==> src/shared/umaf_pkg.sv <==
// Package for the multiprocessor receive filter: modes, frame carrier, ranks, reset values
package umaf_pkg;
  localparam logic [1:0] MODE_SHIFT = 2'h0;
  localparam logic [1:0] MODE_8BIT = 2'h1;
  localparam logic [1:0] MODE_9BIT_FIX = 2'h2;
  localparam logic [1:0] MODE_9BIT_VAR = 2'h3;
  localparam int ADDR_W = 8;
  localparam logic [7:0] ADDR_RESET = 8'h00;
  localparam logic [3:0] RANK_U0_RX = 4'h7;
  localparam logic [3:0] RANK_U0_TX = 4'h8;
  localparam logic [3:0] RANK_U1_RX = 4'h9;
  localparam logic [3:0] RANK_U1_TX = 4'hA;
  localparam int BUF_DEPTH = 2;

  typedef struct packed {
    logic [7:0] data;
    logic ninth;
    logic stop_ok;
  } umaf_frame_t;
endpackage

==> src/hw/umaf_filter.sv <==
// Receive-side multiprocessor address filter and interrupt mapping for two UARTs
// Contract
// - Separate rx/tx requests, ranks 7 to 10
// - Nine-bit modes capture ninth bit flag
// - Multiproc enable in modes 2/3 needs ninth bit one
// - Mode 0 ignores multiproc enable
// - Mode 1 enable requires valid stop
// - Modes 2/3 match given or broadcast
// - Only ninth-bit-one frames are address candidates
// - Given compare only where mask is one
// - Broadcast is value OR mask, zeros ignored
// - Reset clears address value and mask
// - All-zero value and mask match every ninth-bit-one frame
`timescale 1ns/1ps
module umaf_filter #(
  parameter int DEPTH = umaf_pkg::BUF_DEPTH
) (
  input wire logic clk,
  input wire logic reset_n,
  input wire logic [1:0] mode,
  input wire logic multiproc_enable,
  input wire logic addr_load,
  input wire logic [7:0] addr_value_in,
  input wire logic [7:0] addr_mask_in,
  input wire logic frame_valid,
  output logic frame_ready,
  input wire umaf_pkg::umaf_frame_t frame_in,
  input wire logic rx_int_clear,
  input wire logic tx_done,
  input wire logic tx_int_clear,
  input wire logic uart_sel,
  output logic rx_int_flag,
  output logic tx_int_flag,
  output logic rx_ninth_bit,
  output logic framing_err_flag,
  output logic [7:0] rx_data,
  output logic [7:0] slave_addr_value,
  output logic [7:0] slave_addr_mask,
  output logic irq_rx,
  output logic irq_tx,
  output logic [3:0] irq_rx_rank,
  output logic [3:0] irq_tx_rank
);
  localparam int PTR_W = (DEPTH > 1) ? $clog2(DEPTH) : 1;
  localparam int CNT_W = $clog2(DEPTH + 1);
  localparam logic [PTR_W-1:0] PTR_LAST = PTR_W'(DEPTH - 1);
  localparam logic [CNT_W-1:0] CNT_FULL = CNT_W'(DEPTH);

  umaf_pkg::umaf_frame_t buf_reg [DEPTH];
  logic [CNT_W-1:0] count_reg;
  logic [PTR_W-1:0] wr_ptr_reg;
  logic [PTR_W-1:0] rd_ptr_reg;
  logic [PTR_W-1:0] wr_ptr_next;
  logic [PTR_W-1:0] rd_ptr_next;
  logic [CNT_W-1:0] count_next;
  logic [7:0] value_reg;
  logic [7:0] mask_reg;
  logic rx_flag_reg;
  logic tx_flag_reg;
  logic ninth_reg;
  logic fe_reg;
  logic [7:0] data_reg;
  logic uart_sel_reg;

  // Two-entry buffer; drained only while rx flag is clear, so it really fills
  wire push = frame_valid && frame_ready;
  wire head_valid = count_reg != '0;
  wire pop = head_valid && !rx_flag_reg;
  assign frame_ready = count_reg != CNT_FULL;
  // Pointers wrap at the last entry, so any depth works
  assign wr_ptr_next = (wr_ptr_reg == PTR_LAST) ? '0 : wr_ptr_reg + PTR_W'(1);
  assign rd_ptr_next = (rd_ptr_reg == PTR_LAST) ? '0 : rd_ptr_reg + PTR_W'(1);
  assign count_next = count_reg + CNT_W'(push) - CNT_W'(pop);
  umaf_pkg::umaf_frame_t head;
  assign head = buf_reg[rd_ptr_reg];

  // Address match
  wire [7:0] given_diff = (head.data ^ value_reg) & mask_reg;
  wire given_hit = given_diff == 8'h00;
  wire [7:0] bcast = value_reg | mask_reg;
  wire bcast_hit = (head.data & bcast) == bcast;
  wire nine_mode = mode == umaf_pkg::MODE_9BIT_FIX || mode == umaf_pkg::MODE_9BIT_VAR;
  wire addr_ok = head.ninth && (given_hit || bcast_hit);
  wire accept = (mode == umaf_pkg::MODE_SHIFT) ? 1'b1 :
                !multiproc_enable ? 1'b1 :
                (mode == umaf_pkg::MODE_8BIT) ? head.stop_ok :
                addr_ok;
  wire raise = pop && accept;

  always_ff @(posedge clk) begin
    if (!reset_n) begin
      count_reg <= '0;
      wr_ptr_reg <= '0;
      rd_ptr_reg <= '0;
      value_reg <= umaf_pkg::ADDR_RESET;
      mask_reg <= umaf_pkg::ADDR_RESET;
      rx_flag_reg <= 1'b0;
      tx_flag_reg <= 1'b0;
      ninth_reg <= 1'b0;
      fe_reg <= 1'b0;
      data_reg <= 8'h00;
      uart_sel_reg <= 1'b0;
    end else begin
      if (push) begin
        buf_reg[wr_ptr_reg] <= frame_in;
        wr_ptr_reg <= wr_ptr_next;
      end
      if (pop) begin
        rd_ptr_reg <= rd_ptr_next;
      end
      count_reg <= count_next;
      if (addr_load) begin
        value_reg <= addr_value_in;
        mask_reg <= addr_mask_in;
      end
      rx_flag_reg <= raise || (rx_flag_reg && !rx_int_clear);
      tx_flag_reg <= tx_done || (tx_flag_reg && !tx_int_clear);
      if (raise) begin
        data_reg <= head.data;
        ninth_reg <= nine_mode ? head.ninth : head.stop_ok;
      end
      if (pop) begin
        fe_reg <= !head.stop_ok;
      end
      uart_sel_reg <= uart_sel;
    end
  end

  assign rx_int_flag = rx_flag_reg;
  assign tx_int_flag = tx_flag_reg;
  assign rx_ninth_bit = ninth_reg;
  assign framing_err_flag = fe_reg;
  assign rx_data = data_reg;
  assign slave_addr_value = value_reg;
  assign slave_addr_mask = mask_reg;
  assign irq_rx = rx_flag_reg;
  assign irq_tx = tx_flag_reg;
  assign irq_rx_rank = uart_sel_reg ? umaf_pkg::RANK_U1_RX : umaf_pkg::RANK_U0_RX;
  assign irq_tx_rank = uart_sel_reg ? umaf_pkg::RANK_U1_TX : umaf_pkg::RANK_U0_TX;
endmodule

==> config.mk <==
export PLATFORM = sky130hd
export DESIGN_NAME = umaf_filter
export DESIGN_NICKNAME = d
export VERILOG_FILES = /design/src/shared/umaf_pkg.sv /design/src/hw/umaf_filter.sv
export SDC_FILE = /design/constraint.sdc
export NUM_CORES = 1
export LEC_CHECK = 0
export BUFFER_PORTS_ARGS = -buffer_cell sky130_fd_sc_hd__buf_4
export CAP_MARGIN = 10
export CORE_MARGIN = 10
export CORE_UTILIZATION = 40
export CTS_CLUSTER_DIAMETER = 200
export DETAILED_ROUTE_END_ITERATION = 8
export GPL_TIMING_DRIVEN = 0
export PLACE_DENSITY = 0.61
export SKIP_CTS_REPAIR_TIMING = 1
export SLEW_MARGIN = 20
export SYNTH_ARGS = -nofsm -noshare
export SYNTH_HDL_FRONTEND = slang
export SYNTH_SLANG_ARGS = --single-unit
==> constraint.sdc <==
create_clock -name clk -period 2.5 [get_ports clk]
set_input_delay 0.5 -clock clk [delete_from_list [all_inputs] [get_ports clk]]
set_output_delay 0.5 -clock clk [all_outputs]
set_load 0.01 [all_outputs]
==> metrics <==
status finished, final reports clean; largest net degree at the start of global routing 18; clock-pin slew on the worst setup and hold paths 0.10 ns; YS warnings 0; Worst Hold Launch frame_in[8]; Fin. Hold Viols 0; worst-skew pair later-pin latency 0.30 ns; period utilization 83.7%; GRT Total Usage 11.4%; delay-heaviest family, CP multiplexers; hpwl dp 4390 um; H-tree depth 2; Core Region 5610 um^2; fraction of layout cells with a size suffix above 1 35.4%; TritonRoute pass-1 iters 4; # DRC 0; Inserted Clock Buffers 5; detailed-route via count 1614; hold path cells 1; initial DRC count 35; Overall Power 2.46 mW; die extent in x 96.9 um; RSZ-0062 raised after global routing no; Yosys cell types 31; CP endpoint kind flip-flop; mean post-synth cell area 11.9 um^2; vias per inst 4.59; design area 3090 um^2; die area 9390 um^2; critical path cell sequence buf_6 -> mux2_4 -> xor2_1 -> a22oi_2 -> nand4_1 -> a221oi_2 -> buf_6 -> mux2i_1; GRT overflow 0; VDD IR-drop max 0.000366 V; first-pass GRT wire length 8900 um; row cnt 27; Placer Congestion 0.736; Tmin final 2.09 ns; n_diodes 0; Slew headroom 49.5%; clock buffer depth 2; IO Pins 76; max-cap violations 0; Tightest Pin Transition 0.757 ns; Initial Utilization 42.2%; Root Buffer clkbuf_8; clock sink count 54; Hold Path Sink buf_reg[0][8]$_DFFE_PP_; Mapped Area 2360 um^2; Post-Route WL 5430 um; DIE HEIGHT 96.9 um; most common cell after layout, fill and taps aside buf_4; CTS tree built; Most Frequent Cell on Critical Path buf_6; Final nets 318; crit start category flip-flop; share of synthesized flip-flops with an asynchronous set or reset 0%; Critical Path RT 2.73 ns; Max Slew Vio Count 0; final setup violation count 0; worst hold path class in -> reg; PD cells 796 nW/um^2; WL/cell 15.4 um; vias in the first global route 1670; Reg2Reg Capture Point rx_data[4]$_SDFFE_PN0P_; area grow syn2layout 30.6%; register area share after synthesis 54.2%; post-synthesis cell count 199; r2r setup slk 0.41 ns; Leak Pwr 1.33 nW; worst path arrival time 2.33 ns; Setup CP Type reg -> reg; number of routed nets with antenna violations 0; Main synth FF type dfxtp_1; Max Clk Rate 478 MHz; initial antenna violation count 0; # port buffers 70; R2R depth 8; FF+latch count, synth 54; most frequent cells in the layout buf_4, dfxtp_1, mux2i_1; placed inst area 3000 um^2; crit-path max FO 10; CP bufs+invs 2; fillers 525; clk_skew 0.00600 ns; Slowest Stage Delay on Critical Path 0.34 ns; CP max-delay cell dfxtp_1; max reg flops 20; EDFF count, synth 20
==> cells by family after synthesis <==
logic type / Yosys count / share of synthesized area, %
simple gates: 56 / 13.2
mux: 36 / 16.1
compound gates: 17 / 5.24
other cells: 2 / 0.318
xor+xnor: 12 / 4.44
buf+inv: 20 / 5.40
fa+ha+maj: 2 / 1.06
flops: 54 / 54.2
==> worst max path at each step <==
stage                     cells after the start                        end  startpoint  slack (ns)
after floorplan                               8    rx_data[0]$_SDFFE_PN0P_   flip-flop        0.61
final                                         8    rx_data[4]$_SDFFE_PN0P_   flip-flop        0.41
after global routing                          8  rx_ninth_bit$_SDFFE_PN0P_   flip-flop        0.24
after global placement                        3    buf_reg[0][3]$_DFFE_PP_     reset_n       -0.01
after detailed placement                      8    rx_data[1]$_SDFFE_PN0P_   flip-flop        0.41
after CTS                                     8    rx_data[1]$_SDFFE_PN0P_   flip-flop        0.38
==> per-stage QoR <==
step	worst slack [ns]	hold slack (ns)	utilization [%]	setup TNS [ns]	cells
final	0.407	0.376	55.1	0	352
after global placement	-0.0134	0.443	53.3	-0.128	343
after floorplan	0.607	0.479	-	0	201
after CTS	0.384	0.367	55.1	0	352
after global routing	0.235	0.349	55.1	0	352
after detailed placement	0.412	0.447	53.5	0	344
==> synth_stat cells, drive strengths merged (3+ instances only) <==
cell type | number | area share (%)
mux2i | 34 | 15
inv | 3 | 0.48
edfxtp | 20 | 25
a22oi | 4 | 1.5
nand2 | 15 | 2.5
o21ai | 7 | 1.5
nor2b | 19 | 5.0
xnor2 | 10 | 3.7
clkbuf | 5 | 0.79
nand2b | 9 | 2.4
dfxtp | 34 | 29
and2 | 6 | 1.6
buf | 12 | 4.1
==> area by class of cell <==
cell class	count	area, um^2	share of cell area, %
timing repair buffer	71	533	17.3
clock buffer	5	68.8	2.23
inverter	3	11.3	0.365
tap	72	90.1	2.92
sequential	54	1280	41.5
multi-input combinational	127	968	31.3
buffer	17	116	3.77
clock inverter	3	20.0	0.648
==> where the power goes <==
| part | switching [mW] | total, mW | internal, mW |
|---|---|---|---|
| Combinational | 0.395 | 0.857 | 0.462 |
| Clock | 0.286 | 0.484 | 0.198 |
| Sequential | 0.0760 | 1.12 | 1.04 |
==> per-layer routing <==
| layer | global-route usage (%) | share of wire, % | up-vias |
|---|---|---|---|
| met5 | 0 | 0 | - |
| met4 | 3.83 | 1.4 | 0 |
| met3 | 2.77 | 3.9 | 6 |
| met2 | 19.0 | 49 | 46 |
| met1 | 14.1 | 45 | 735 |
| li1 | - | - | 827 |
(Power assumes the default switching activity.)
